## config.mk

```make
export PLATFORM = sky130hd
export DESIGN_NAME = pew_host
export DESIGN_NICKNAME = d
export VERILOG_FILES = /design/src/rtl/pew_pkg.sv /design/src/rtl/pew_host.sv
export SDC_FILE = /design/constraint.sdc
export NUM_CORES = 1
export LEC_CHECK = 0
export BUFFER_PORTS_ARGS = -buffer_cell sky130_fd_sc_hd__buf_2
export CORE_MARGIN = 5
export CORE_UTILIZATION = 64
export DETAILED_ROUTE_END_ITERATION = 16
export GPL_ROUTABILITY_DRIVEN = 0
export PLACE_DENSITY = 0.82
export SETUP_SLACK_MARGIN = 0.3
export SYNTH_ARGS = -nofsm -noshare
export SYNTH_HDL_FRONTEND = slang
export SYNTH_SLANG_ARGS = --single-unit
```

## constraint.sdc

```tcl
create_clock -name clk -period 3.75 [get_ports clk]
set_input_delay 0.375 -clock clk [delete_from_list [all_inputs] [get_ports clk]]
set_output_delay 0.375 -clock clk [all_outputs]
set_load 0.05 [all_outputs]
```

## src/rtl/pew_pkg.sv

```systemverilog
// Constants and types for the parallel EEPROM write/poll host controller
package pew_pkg;
	// ----------------------------------------------------------------
	// Timing
	// ----------------------------------------------------------------
	localparam int CLK_NS = 10;
	localparam int STROBE_NS = 50;
	localparam int STROBE_CYC = (STROBE_NS + CLK_NS - 1) / CLK_NS;
	localparam int ACCESS_NS = 150;
	localparam int SYNC_CYC = 2;
	localparam int RD_CYC = (ACCESS_NS + CLK_NS - 1) / CLK_NS + SYNC_CYC;
	localparam int HZ_NS = 50;
	localparam int HZ_CYC = (HZ_NS + CLK_NS - 1) / CLK_NS;
	localparam int DW_US = 10;
	localparam int DW_CYC = (DW_US * 1000 + CLK_NS - 1) / CLK_NS;
	localparam int WC_MS = 5;
	localparam int WC_CYC = (WC_MS * 1000000 + CLK_NS - 1) / CLK_NS;
	localparam int BLC_US = 100;
	localparam int BLC_CYC = (BLC_US * 1000) / CLK_NS;
	// Margin so the pulse and recovery fit inside the byte load window
	localparam int BLC_MARGIN = 4 * STROBE_CYC;
	// ----------------------------------------------------------------
	// Geometry and status bits
	// ----------------------------------------------------------------
	localparam int AW = 15;
	localparam int DW = 8;
	localparam int PAGE_BYTES = 128;
	localparam int PAGE_LO = 7;
	localparam int PAGE_HI = 14;
	localparam int TOG_BIT = 6;
	localparam int CMP_BIT = 7;
	// Protection sequences: entries 0..2 unlock, 3..8 clear protection
	localparam logic [3:0] SEQ_PROT_END = 4'h3;
	localparam logic [3:0] SEQ_END = 4'h9;
	localparam logic [AW-1:0] SEQ_ADDR [0:8] = '{default: 15'h0000};
	localparam logic [DW-1:0] SEQ_DATA [0:8] = '{default: 8'h00};
	// ----------------------------------------------------------------
	// Types
	// ----------------------------------------------------------------
	typedef enum logic [1:0] {OP_READ, OP_WRITE, OP_UNPROT} pew_op_e;
	typedef struct packed {
		pew_op_e op;
		logic [AW-1:0] addr;
		logic [DW-1:0] data;
		logic last;
	} pew_cmd_s;
	typedef struct packed {
		logic ce_n;
		logic oe_n;
		logic we_n;
		logic [AW-1:0] addr;
		logic [DW-1:0] dq;
		logic dq_oe;
	} pew_pins_s;
endpackage

```

## src/rtl/pew_host.sv

```systemverilog
// Host controller driving a byte-wide parallel EEPROM through its pins
`timescale 1ns/1ps
// Summary of operation
// - Without polling, wait at least 5 ms before another write.
// - Any write may open a page; 1 to 127 further bytes may follow.
// - Page bytes keep address bits 7 to 14 of the first byte.
// - Each further byte load falls within 100 us of the previous one.
// - After polling reports completion, wait 10 us before writing.
// - Output drive may pulse between page loads for other reads or polls; the host instead ends the page on any other request and polls.
// - When protected, every byte or page write needs the unlock sequence.
// - Unlock is three fixed writes opening a one to 128 byte page.
// - Six fixed writes clear protection after one programming cycle.
module pew_host #(
	parameter int WC_CYC = pew_pkg::WC_CYC,
	parameter int BLC_CYC = pew_pkg::BLC_CYC
) (
	input wire logic clk,
	input wire logic rst,
	input wire logic en,
	input wire logic prot_en,
	input wire logic cmd_valid,
	input wire pew_pkg::pew_cmd_s cmd,
	output logic cmd_ready,
	output logic rsp_valid,
	output logic [pew_pkg::DW-1:0] rsp_data,
	output logic busy,
	output pew_pkg::pew_pins_s pins,
	input wire logic [pew_pkg::DW-1:0] dq_i
);
	typedef enum logic [2:0] {
		S_IDLE, S_WLO, S_WHI, S_RLO, S_RHI, S_PAGE, S_POLL, S_DLY
	} pew_state_e;

	pew_state_e st, next_st;
	logic [19:0] cnt, next_cnt, tmo, next_tmo;
	pew_pkg::pew_cmd_s cur, next_cur;
	pew_pkg::pew_pins_s next_pins;
	logic [3:0] idx, next_idx, stop, next_stop;
	logic pend, next_pend, held, next_held, polling, next_polling;
	logic have, next_have, tog, next_tog;
	logic [7:0] last_d, next_last_d, pg_cnt, next_pg_cnt, tag, next_tag;
	logic [14:0] last_a, next_last_a;
	logic [7:0] next_rsp_data;
	logic next_ready, next_rsp_valid, next_busy;
	logic [7:0] dq_m, dq_s;
	logic disp, wstart, rstart, tbl, done;
	logic [14:0] wa;
	logic [7:0] wd;

	// ----------------------------------------------------------------
	// Data input synchroniser
	// ----------------------------------------------------------------
	always_ff @(posedge clk) begin
		if (rst) begin
			dq_m <= 8'h00;
			dq_s <= 8'h00;
		end else if (en) begin
			dq_m <= dq_i;
			dq_s <= dq_m;
		end
	end

	// ----------------------------------------------------------------
	// Sequencer
	// ----------------------------------------------------------------
	always_comb begin
		next_st = st;
		next_cnt = cnt;
		next_tmo = tmo;
		next_cur = cur;
		next_pins = pins;
		next_idx = idx;
		next_stop = stop;
		next_pend = pend;
		next_held = held;
		next_polling = polling;
		next_have = have;
		next_tog = tog;
		next_last_d = last_d;
		next_last_a = last_a;
		next_pg_cnt = pg_cnt;
		next_tag = tag;
		next_rsp_data = rsp_data;
		next_rsp_valid = 1'h0;
		disp = 1'h0;
		wstart = 1'h0;
		rstart = 1'h0;
		wa = 15'h0000;
		wd = 8'h00;
		tbl = idx != stop;
		done = have && rsp_data[pew_pkg::TOG_BIT] == tog
			&& rsp_data[pew_pkg::CMP_BIT] == last_d[pew_pkg::CMP_BIT];
		if (polling) begin
			next_tmo = tmo + 20'h00001;
		end
		case (st)
			S_IDLE: begin
				// Ready is low for one cycle after reset; honour it
				if (cmd_valid && cmd_ready) begin
					next_cur = cmd;
					disp = 1'h1;
				end
			end
			S_WLO: begin
				if (cnt == 20'h00000) begin
					// Both strobes rise together, latching data
					next_pins.ce_n = 1'h1;
					next_pins.we_n = 1'h1;
					next_st = S_WHI;
					next_cnt = 20'(pew_pkg::STROBE_CYC - 1);
				end else begin
					next_cnt = cnt - 20'h00001;
				end
			end
			S_WHI: begin
				if (cnt == 20'h00000) begin
					next_pins.dq_oe = 1'h0;
					if (tbl) begin
						next_idx = idx + 4'h1;
						if (idx + 4'h1 != stop || pend) begin
							wstart = 1'h1;
						end else begin
							next_st = S_POLL;
						end
					end else begin
						next_pend = 1'h0;
						next_pg_cnt = pg_cnt + 8'h01;
						if (pg_cnt == 8'h00) begin
							next_tag = cur.addr[pew_pkg::PAGE_HI:pew_pkg::PAGE_LO];
						end
						// Close the page at the last byte or at full size
						if (cur.last || pg_cnt + 8'h01 == 8'(pew_pkg::PAGE_BYTES)) begin
							next_st = S_POLL;
						end else begin
							next_st = S_PAGE;
							next_cnt = 20'(BLC_CYC - pew_pkg::BLC_MARGIN);
						end
					end
				end else begin
					next_cnt = cnt - 20'h00001;
				end
			end
			S_PAGE: begin
				// Output drive stays high here; no status reads mid-page
				if (cmd_valid && cmd_ready) begin
					next_cur = cmd;
					if (cmd.op == pew_pkg::OP_WRITE && cmd.addr[pew_pkg::PAGE_HI:
						pew_pkg::PAGE_LO] == tag) begin
						next_pend = 1'h1;
						wstart = 1'h1;
					end else begin
						// Foreign request ends the page; served after completion
						next_held = 1'h1;
						next_st = S_POLL;
					end
				end else if (cnt == 20'h00000) begin
					next_st = S_POLL;
				end else begin
					next_cnt = cnt - 20'h00001;
				end
			end
			S_POLL: begin
				next_polling = 1'h1;
				next_have = 1'h0;
				next_tmo = 20'h00000;
				next_pg_cnt = 8'h00;
				rstart = 1'h1;
			end
			S_RLO: begin
				if (cnt == 20'h00000) begin
					next_rsp_data = dq_s;
					next_pins.ce_n = 1'h1;
					next_pins.oe_n = 1'h1;
					next_st = S_RHI;
					next_cnt = 20'(pew_pkg::HZ_CYC - 1);
				end else begin
					next_cnt = cnt - 20'h00001;
				end
			end
			S_RHI: begin
				if (cnt == 20'h00000) begin
					if (!polling) begin
						next_rsp_valid = 1'h1;
						next_st = S_IDLE;
					end else if (done || tmo >= 20'(WC_CYC)) begin
						next_polling = 1'h0;
						next_st = S_DLY;
						next_cnt = 20'(pew_pkg::DW_CYC - 1);
					end else begin
						next_have = 1'h1;
						next_tog = rsp_data[pew_pkg::TOG_BIT];
						rstart = 1'h1;
					end
				end else begin
					next_cnt = cnt - 20'h00001;
				end
			end
			S_DLY: begin
				if (cnt != 20'h00000) begin
					next_cnt = cnt - 20'h00001;
				end else if (held) begin
					next_held = 1'h0;
					disp = 1'h1;
				end else begin
					next_st = S_IDLE;
				end
			end
			default: next_st = S_IDLE;
		endcase
		if (disp) begin
			case (next_cur.op)
				pew_pkg::OP_READ: rstart = 1'h1;
				pew_pkg::OP_UNPROT: begin
					next_idx = pew_pkg::SEQ_PROT_END;
					next_stop = pew_pkg::SEQ_END;
					next_pend = 1'h0;
					wstart = 1'h1;
				end
				default: begin
					// Unlock prefix only when protection is in use
					next_idx = 4'h0;
					next_stop = prot_en ? pew_pkg::SEQ_PROT_END : 4'h0;
					next_pend = 1'h1;
					wstart = 1'h1;
				end
			endcase
		end
		if (wstart) begin
			wa = next_idx != next_stop ? pew_pkg::SEQ_ADDR[next_idx] : next_cur.addr;
			wd = next_idx != next_stop ? pew_pkg::SEQ_DATA[next_idx] : next_cur.data;
			// Address latched as both strobes fall together
			next_pins = '{1'h0, 1'h1, 1'h0, wa, wd, 1'h1};
			next_last_d = wd;
			next_last_a = wa;
			next_st = S_WLO;
			next_cnt = 20'(pew_pkg::STROBE_CYC - 1);
		end
		if (rstart) begin
			// Polls reread the last written address
			wa = next_polling ? next_last_a : next_cur.addr;
			next_pins = '{1'h0, 1'h0, 1'h1, wa, 8'h00, 1'h0};
			next_st = S_RLO;
			next_cnt = 20'(pew_pkg::RD_CYC - 1);
		end
		// No new request is taken while programming
		next_ready = next_st == S_IDLE || next_st == S_PAGE;
		next_busy = next_st != S_IDLE;
	end

	always_ff @(posedge clk) begin
		if (rst) begin
			st <= S_IDLE;
			cnt <= 20'h00000;
			tmo <= 20'h00000;
			cur <= '0;
			pins <= '{1'h1, 1'h1, 1'h1, 15'h0000, 8'h00, 1'h0};
			idx <= 4'h0;
			stop <= 4'h0;
			pend <= 1'h0;
			held <= 1'h0;
			polling <= 1'h0;
			have <= 1'h0;
			tog <= 1'h0;
			last_d <= 8'h00;
			last_a <= 15'h0000;
			pg_cnt <= 8'h00;
			tag <= 8'h00;
			rsp_data <= 8'h00;
			rsp_valid <= 1'h0;
			cmd_ready <= 1'h0;
			busy <= 1'h0;
		end else if (en) begin
			st <= next_st;
			cnt <= next_cnt;
			tmo <= next_tmo;
			cur <= next_cur;
			pins <= next_pins;
			idx <= next_idx;
			stop <= next_stop;
			pend <= next_pend;
			held <= next_held;
			polling <= next_polling;
			have <= next_have;
			tog <= next_tog;
			last_d <= next_last_d;
			last_a <= next_last_a;
			pg_cnt <= next_pg_cnt;
			tag <= next_tag;
			rsp_data <= next_rsp_data;
			rsp_valid <= next_rsp_valid;
			cmd_ready <= next_ready;
			busy <= next_busy;
		end
	end

	// ----------------------------------------------------------------
	// Assertions
	// ----------------------------------------------------------------
	logic [19:0] gap;
	always_ff @(posedge clk) begin
		if (rst) begin
			gap <= 20'h00000;
		end else if (en) begin
			gap <= st == S_WLO ? 20'h00000 : gap + 20'h00001;
		end
	end
endmodule

```

==> results of run 1 <==
[kinds of logic (layout without fill, tap and decap cells)]
| family | count (synthesis) | count (layout) | synth area share |
|---|---|---|---|
| muxes | 51 | 51 | 0.0644 |
| xor gates and xnor gates | 37 | 37 | 0.0405 |
| buffers and inverters | 74 | 150 | 0.0360 |
| adders and majority gates | 6 | 6 | 0.00916 |
| DFF | 168 | 168 | 0.411 |
| and+or+nand+nor | 440 | 440 | 0.249 |
| AOI/OAI and AO/OA | 246 | 246 | 0.190 |
[per-layer routing]
layer,GRT usage,part of all wire,vias up,wire length [um]
met5,0,0,-,0
met3,0.0654,0.070,52,1480
met2,0.441,0.46,333,9700
met1,0.383,0.44,3579,9280
met4,0.111,0.027,0,559
li1,-,-,3719,-
[cell type report]
class | instances | share of cell area
clock buffer | 22 | 0.0508
clock inverter | 10 | 0.0117
inverter | 21 | 0.00845
multi-input combinational | 780 | 0.488
sequential | 168 | 0.361
tap | 172 | 0.0231
timing repair buffer | 97 | 0.0579
[worst min-delay path by stage]
stage               slack, ns         end
floorplan                0.42  last_a[14]
global placement         0.43  last_a[14]
detailed placement       0.43  last_a[13]
CTS                      0.17     dq_m[1]
global route             0.18      cur[2]
finish                   0.17     dq_m[4]
[report_power, final]
| part | switching [mW] | leakage (nW) | internal, mW |
|---|---|---|---|
| clock network | 0.732 | 0.280 | 0.980 |
| registers | 0.135 | 1.36 | 1.91 |
| logic | 1.61 | 1.88 | 0.852 |
[tightest hold or removal path, cell delays in order]
cell and delay [ns]:
buf_2 0.07, mux2i_1 0.05, nor2_1 0.07
[state kept, by name, indices dropped and copies added, names as in the netlist, 4 cells and up]
signal	flops
cnt	20
cur	26
dq_m	8
dq_s	8
idx	4
last_a	15
pg_cnt	8
pins	27
rsp_data	8
stop	4
tag	8
tmo	20
[layout by cell type (no fill, tap or decap), types with 6 or more instances in the layout]
cell type,instances
o22ai_1,8
a31oi_1,8
nand3_1,25
clkbuf_16,17
buf_2,75
and2_1,6
a211oi_1,7
mux2_2,14
xnor2_1,10
o21ai_1,14
buf_4,22
nand2_1,187
ha_1,6
or3_1,16
nor2b_1,6
xor2_1,26
and3_1,22
nand2b_1,10
nor3_1,18
a21oi_1,94
nor2_1,106
inv_1,19
o21ai_0,54
mux2i_1,37
dfxtp_1,168
nand4_1,13
[timing repair]
item | CTS | global route
hold endpoints to repair | 0 | 0
gates resized for setup | 0 | 1
setup buffers | 0 | 0
setup endpoints to repair | 0 | 7
[cell usage after synthesis (3+ instances only)]
| library cell | number |
|---|---|
| xor2_1 | 26 |
| nor2b_1 | 6 |
| o32ai_1 | 5 |
| mux2_2 | 14 |
| or4_1 | 5 |
| nand2b_1 | 10 |
| or3_1 | 16 |
| nor4_1 | 5 |
| a22o_1 | 5 |
| o21ai_0 | 54 |
| dfxtp_1 | 168 |
| a211oi_1 | 7 |
| a21oi_1 | 96 |
| a22oi_1 | 4 |
| o31ai_1 | 4 |
| a21oi_2 | 3 |
| nor4_2 | 3 |
| a311oi_1 | 4 |
| o211ai_1 | 4 |
| nand4_1 | 13 |
| o22ai_1 | 8 |
| nand2_1 | 187 |
| ha_1 | 6 |
| nor3_1 | 18 |
| a221oi_1 | 4 |
| buf_2 | 8 |
| o21ai_1 | 14 |
| inv_1 | 19 |
| nor2_1 | 106 |
| buf_1 | 7 |
| and4_1 | 3 |
| mux2i_1 | 37 |
| xnor2_1 | 10 |
| and3_1 | 22 |
| clkbuf_1 | 37 |
| and2_1 | 6 |
| a31oi_1 | 8 |
| nand3_1 | 25 |
==> key figures, run 1 <==
Floorplan
  – Starting Density: 0.652
  – # rows: 41
  – Ports: 77
  – Placeable core area: 12600 um2
  – Die Area: 15200 um2
  – Die H: 123 um
  – Die W: 123 um

Clocking
  – CTS max path bufs: 2
  – Hold_buf cts: 0
  – CTS tree: built
  – Clock Pin Slew Worst Setup and Hold Paths: 0.07 ns
  – Clock Latency Late Sink: 0.44 ns
  – H-tree Lvls: 4
  – # clock sinks: 168
  – CTS Buf Count: 17
  – Clock root buffer: clkbuf_16

Global route
  – Largest net degree at the start of global routing: 61
  – Vias in the first global route: 7080
  – GR Overflow Total: 0
  – Initial antenna violation count: 0
  – First-pass GRT wire length: 34700 um
  – All-Layer GR Usage: 0.284

Logic synthesis
  – Post-synth EDFFs: 0
  – Synth top area share: 0.411
  – Syn Inst Count: 1022
  – Post-Syn Area per Cell: 8.02 um2
  – Post-Syn Area: 8190 um2
  – Synth warn: 0
  – Synth area leader: dfxtp_1
  – Register area share after synthesis: 0.411
  – Synth cell types: 72
  – Most used flip-flop cell after synthesis: dfxtp_1
  – Synthesized Nets: 1067
  – Ys async rst share: 0
  – Post-synthesis register bit count: 168
  – Ranking of synthesized cells by area: dfxtp_1 (41%), nand2_1 (8.6%), a21oi_1 (5.9%)

Timing
  – RSZ-0062 raised after global routing: false
  – Post-route setup TNS: 0 ns
  – Max Fclk: 311 MHz
  – Slew Viols, Final: 0
  – Relative slew slack: 0.528
  – Final period util: 0.857
  – Hold slack: 0.169 ns
  – Setup WS post-layout: 0.535 ns
  – Slew at the pin with the worst max-slew slack: 0.708 ns
  – Final Skew: 0.0261 ns
  – Endpoints failing setup: 0
  – Min Tclk post-route: 3.22 ns
  – Final hold violation count: 0

Pwr
  – Power, Total: 6.21 mW
  – Maximum VDD drop: 0.511 mV
  – Pwr per Cell Area: 666 nW/um2
  – Leak: 3.51 nW

Worst setup path
  – Worst-path fanout max: 21
  – CP required: 4.07 ns
  – CP delay by family, top: simple AND/OR/NAND/NOR gates
  – Reg2Reg Setup Slack: 0.53 ns
  – Critical Path Source Type: register
  – CP Cell Sequence: nor3b_2, o41ai_4, a2111oi_0, and3b_1, a31oi_1, nand2b_1, buf_4, o21ai_0
  – Reg-to-reg startpoint: st[0]
  – Worst Setup EP: last_a[0]
  – CP Capture Type: register
  – Critical R2R Capture: last_a[0]
  – Worst path max stage delay: 0.55 ns
  – Critical path launch point: st[0]
  – Slowest-stage cell, CP: nand2b_1
  – CP Class: reg2reg
  – Critical Path AT: 3.54 ns
  – Cell depth of the worst setup path: 8
  – Cell depth of the worst flop-to-flop path: 8
  – Buffers plus inverters on the worst setup path: 1

Place
  – Cell area after placement: 8740 um2
  – Pre-CTS setup slack: 0.503 ns
  – Placed cells: 1238
  – PortBufs: 76
  – DPL Wire Length: 14200 um

Routing
  – Iter 0 DRT Violations: 775
  – Antenna-violating nets left: 0
  – Vias per Instance: 6.05
  – Via count: 7683
  – DRT Pass-1 Iters: 6
  – Drt drc: 0
  – Total wire length: 21000 um
  – Routed WL per cell: 16.6 um

Layout
  – Final-stage net count: 1130
  – Area of the multi-input gates: 4550 um2
  – Design area: 9330 um2
  – Fin util: 0.742
  – Fill cells: 1000
  – Register Area: 3360 um2
  – Cell Count, Final, Fillers Out: 1270
  – Diode count: 0
  – Area Growth Syn to Fin: 13.9%
  – Layout cells sized above 1: 0.150

Hold path
  – Min-Delay Path Depth: 3
  – Hold WC Path Type: in2reg
  – HP Start: dq_i[4]

Outcome
  – Outcome: finished, final reports clean

Flow run
  – Max-Cap Viols: 0
Note: power is estimated with default switching activity, not from simulation.
==> run 2: changes to the inputs <==
--- a/config.mk
+++ b/config.mk
@@ -5,12 +5,13 @@
 export SDC_FILE = /design/constraint.sdc
 export NUM_CORES = 1
 export LEC_CHECK = 0
+export ABC_AREA = 1
 export BUFFER_PORTS_ARGS = -buffer_cell sky130_fd_sc_hd__buf_2
 export CORE_MARGIN = 5
-export CORE_UTILIZATION = 64
+export CORE_UTILIZATION = 65
 export DETAILED_ROUTE_END_ITERATION = 16
 export GPL_ROUTABILITY_DRIVEN = 0
-export PLACE_DENSITY = 0.82
+export PLACE_DENSITY = 0.83
 export SETUP_SLACK_MARGIN = 0.3
 export SYNTH_ARGS = -nofsm -noshare
 export SYNTH_HDL_FRONTEND = slang
==> run 2 against run 1 <==
  * Utilization decreased by 0.93 points
  * Clock skew decreased by 0.018 ns
  * Via count increased by 17%
  * Count of clock-buffer cells in the layout decreased by 3
  * Non-clock buffer count decreased by 5
  * Design area increased by 9.1%
  * Setup slack improved by 0.15 ns
  * Critical path depth increased by 8
  * Combinational power decreased by 43%
  * Sequential power decreased by 3%
  * Sequential share of layout area decreased by 3.0 points
  * Critical endpoint is now cnt[16]
==> key figures, run 2 <==
Floorplan
  – # rows: 43
  – Placeable core area: 13900 um2
  – Starting Density: 0.661
  – Ports: 77
  – Die H: 129 um
  – Die Area: 16600 um2
  – Die W: 129 um

Place
  – DPL Wire Length: 16100 um
  – Cell area after placement: 9600 um2
  – PortBufs: 76

Layout
  – Largest register FFs: 27
  – Final-stage net count: 1472
  – Reg with most FFs: pins
  – Area Growth Syn to Fin: 10.9%
  – Top flop regs: pins: 27 flops, cur: 26 flops
  – Most common cell after layout, fill and taps aside: nand2_1
  – Fill cells: 1168
  – Most frequent cells in the layout: nand2_1 (325), nor2_1 (202), dfxtp_1 (168)
  – Layout cells sized above 1: 0.141
  – Design area: 10200 um2

Routing
  – DRT Pass-1 Iters: 7
  – Drt drc: 0
  – Via count: 8997
  – Iter 0 DRT Violations: 882
  – Routed WL per cell: 14.4 um
  – Total wire length: 23300 um
  – Vias per Instance: 5.55
  – Antenna-violating nets left: 0

Worst setup path
  – CP required: 4.09 ns
  – CP Capture Type: register
  – CP delay by family, top: simple AND/OR/NAND/NOR gates
  – CP Cell Sequence: inv_1, ha_1, nand2_4, nor2_8, nand3_2, nor2_2, inv_2, nor2_2, nand2_1, nand2_4, nor2_4, nor2_8, inv_4, nand2_1, nand2_1, a21oi_1
  – Cell depth of the worst flop-to-flop path: 16
  – Most common cell on crit path: nand2_1
  – Critical Path AT: 3.40 ns
  – Reg-to-reg startpoint: cnt[0]
  – Critical Path Source Type: register
  – Worst path max stage delay: 0.50 ns
  – Critical R2R Capture: cnt[16]
  – Reg2Reg Setup Slack: 0.69 ns
  – Worst Setup EP: cnt[16]
  – Buffers plus inverters on the worst setup path: 3
  – Cell depth of the worst setup path: 16
  – Slowest-stage cell, CP: nand2_1
  – Worst-path fanout max: 20
  – Critical path launch point: cnt[0]
  – CP Class: reg2reg

Logic synthesis
  – Post-synth EDFFs: 0
  – Ranking of synthesized cells by area: dfxtp_1 (37%), nand2_1 (13%), nor2_1 (8.3%)
  – Synth top area share: 0.367
  – Syn Inst Count: 1378
  – Synth area leader: dfxtp_1
  – Top cells by count, synth: nand2_1 (325), nor2_1 (203), dfxtp_1 (168)
  – Most used flip-flop cell after synthesis: dfxtp_1
  – Post-synthesis register bit count: 168
  – Most common cell in the netlist: nand2_1
  – Post-Syn Area per Cell: 6.66 um2
  – Ys async rst share: 0
  – Synth cell types: 49
  – Post-Syn Area: 9170 um2
  – Synth warn: 0
  – Synthesized Nets: 1423
  – Register area share after synthesis: 0.367

Clocking
  – Post-CTS sizing: 0
  – Clock Pin Slew Worst Setup and Hold Paths: 0.07 ns
  – Hold_buf cts: 0
  – Clock Latency Late Sink: 0.44 ns
  – Clock root buffer: clkbuf_16
  – # clock sinks: 168
  – Post CTS Setup Buffer Count: 0
  – CTS tree: built
  – H-tree Lvls: 4
  – CTS max path bufs: 2
  – CTS Buf Count: 17

Timing
  – Final hold violation count: 0
  – Slew at the pin with the worst max-slew slack: 1.05 ns
  – Final Skew: 0.00826 ns
  – Post-route setup TNS: 0 ns
  – Max Fclk: 327 MHz
  – RSZ-0062 raised after global routing: false
  – Slew Viols, Final: 0
  – Min Tclk post-route: 3.06 ns
  – Final period util: 0.816
  – Hold slack: 0.158 ns
  – Relative slew slack: 0.302
  – Endpoints failing setup: 0

Pwr
  – Power, Total: 5.11 mW
  – Leak: 4.35 nW
  – Maximum VDD drop: 0.333 mV
  – Pwr per Cell Area: 502 nW/um2

Flow run
  – Max-Cap Viols: 0

Global route
  – GR Overflow Total: 0
  – First-pass GRT wire length: 38800 um
  – All-Layer GR Usage: 0.284
  – Initial antenna violation count: 2
  – Vias in the first global route: 8271
  – Largest net degree at the start of global routing: 91

Outcome
  – Outcome: finished, final reports clean

Hold path
  – Hold WC Path Type: in2reg
[run 2: cell count changes in the layout (fill, tap and decap cells not counted), sizes merged, moves of 8 or more]
cell | previous run | this run
or3 | 16 | 0
o22ai | 8 | 0
nand2 | 187 | 337
nand3 | 25 | 97
nor3 | 20 | 36
a211oi | 7 | 28
nor2 | 107 | 220
inv | 23 | 154
nand2b | 10 | 0
xor2 | 27 | 14
a21oi | 99 | 107
o21ai | 69 | 88
and3 | 23 | 0
mux2i | 37 | 0
[run 2: cell families (layout without fill, tap and decap cells)]
kind of cell	after synthesis	in the layout	synth area share
adders and majority gates	6	6	0.00818
muxes	15	15	0.0184
AOI/OAI and AO/OA	241	241	0.145
other	0	1	0
and+or+nand+nor	718	718	0.348
xor gates and xnor gates	21	21	0.0200
DFF	168	168	0.367
buffers and inverters	209	271	0.0938
[run 2: per-layer routing]
layer | part of all wire | vias to the layer above | GRT usage
met5 | 0.00030 | - | 0
met4 | 0.022 | 2 | 0.0926
li1 | - | 4567 | -
met3 | 0.070 | 49 | 0.0652
met2 | 0.47 | 321 | 0.477
met1 | 0.43 | 4058 | 0.363
[run 2: worst register-to-register path, stage by stage, from the launching register on]
cell and delay (ns):
dfxtp_1 0.32, inv_1 0.10, ha_1 0.28, nand2_4 0.10, nor2_8 0.16, nand3_2 0.11
nor2_2 0.15, inv_2 0.08, nor2_2 0.15, nand2_1 0.17, nand2_4 0.25, nor2_4 0.14
nor2_8 0.12, inv_4 0.03, nand2_1 0.50, nand2_1 0.12, a21oi_1 0.19
[run 2: stage by stage]
step                std cells   util  setup slack (ns)
floorplan                1378      -              1.37
global placement         1588  0.691             0.804
detailed placement       1588  0.691             0.734
CTS                      1620  0.733             0.744
global route             1621  0.733             0.438
finish                   1621  0.733             0.689
[run 2: power by group]
group,internal [mW],switching (mW),leakage (nW)
combinational,0.483,0.927,2.70
sequential,1.88,0.0991,1.36
clock,0.916,0.801,0.284
total,3.28,1.83,4.35
[run 2: worst min path at each step]
stage | cells past startpoint | startpoint | to | slack (ns)
after floorplan | 2 | tmo[17] | tmo[17] | 0.42
after global placement | 2 | tmo[17] | tmo[17] | 0.44
after detailed placement | 2 | tmo[17] | tmo[17] | 0.45
after CTS | 3 | dq_i[4] | dq_m[4] | 0.15
after global routing | 3 | dq_i[4] | dq_m[4] | 0.14
final | 3 | dq_i[4] | dq_m[4] | 0.16
[run 2: final cells by class]
cell class                      count  area (um2)  share of cell area
Sequential cell                   168        3360               0.331
Antenna cell                        1        2.50            0.000246
Inverter                          147         556              0.0546
Multi-Input combinational cell   1001        4950               0.487
Tap cell                          180         225              0.0221
Clock inverter                     13         123              0.0121
Clock buffer                       19         453              0.0445
Timing Repair Buffer               92         500              0.0492
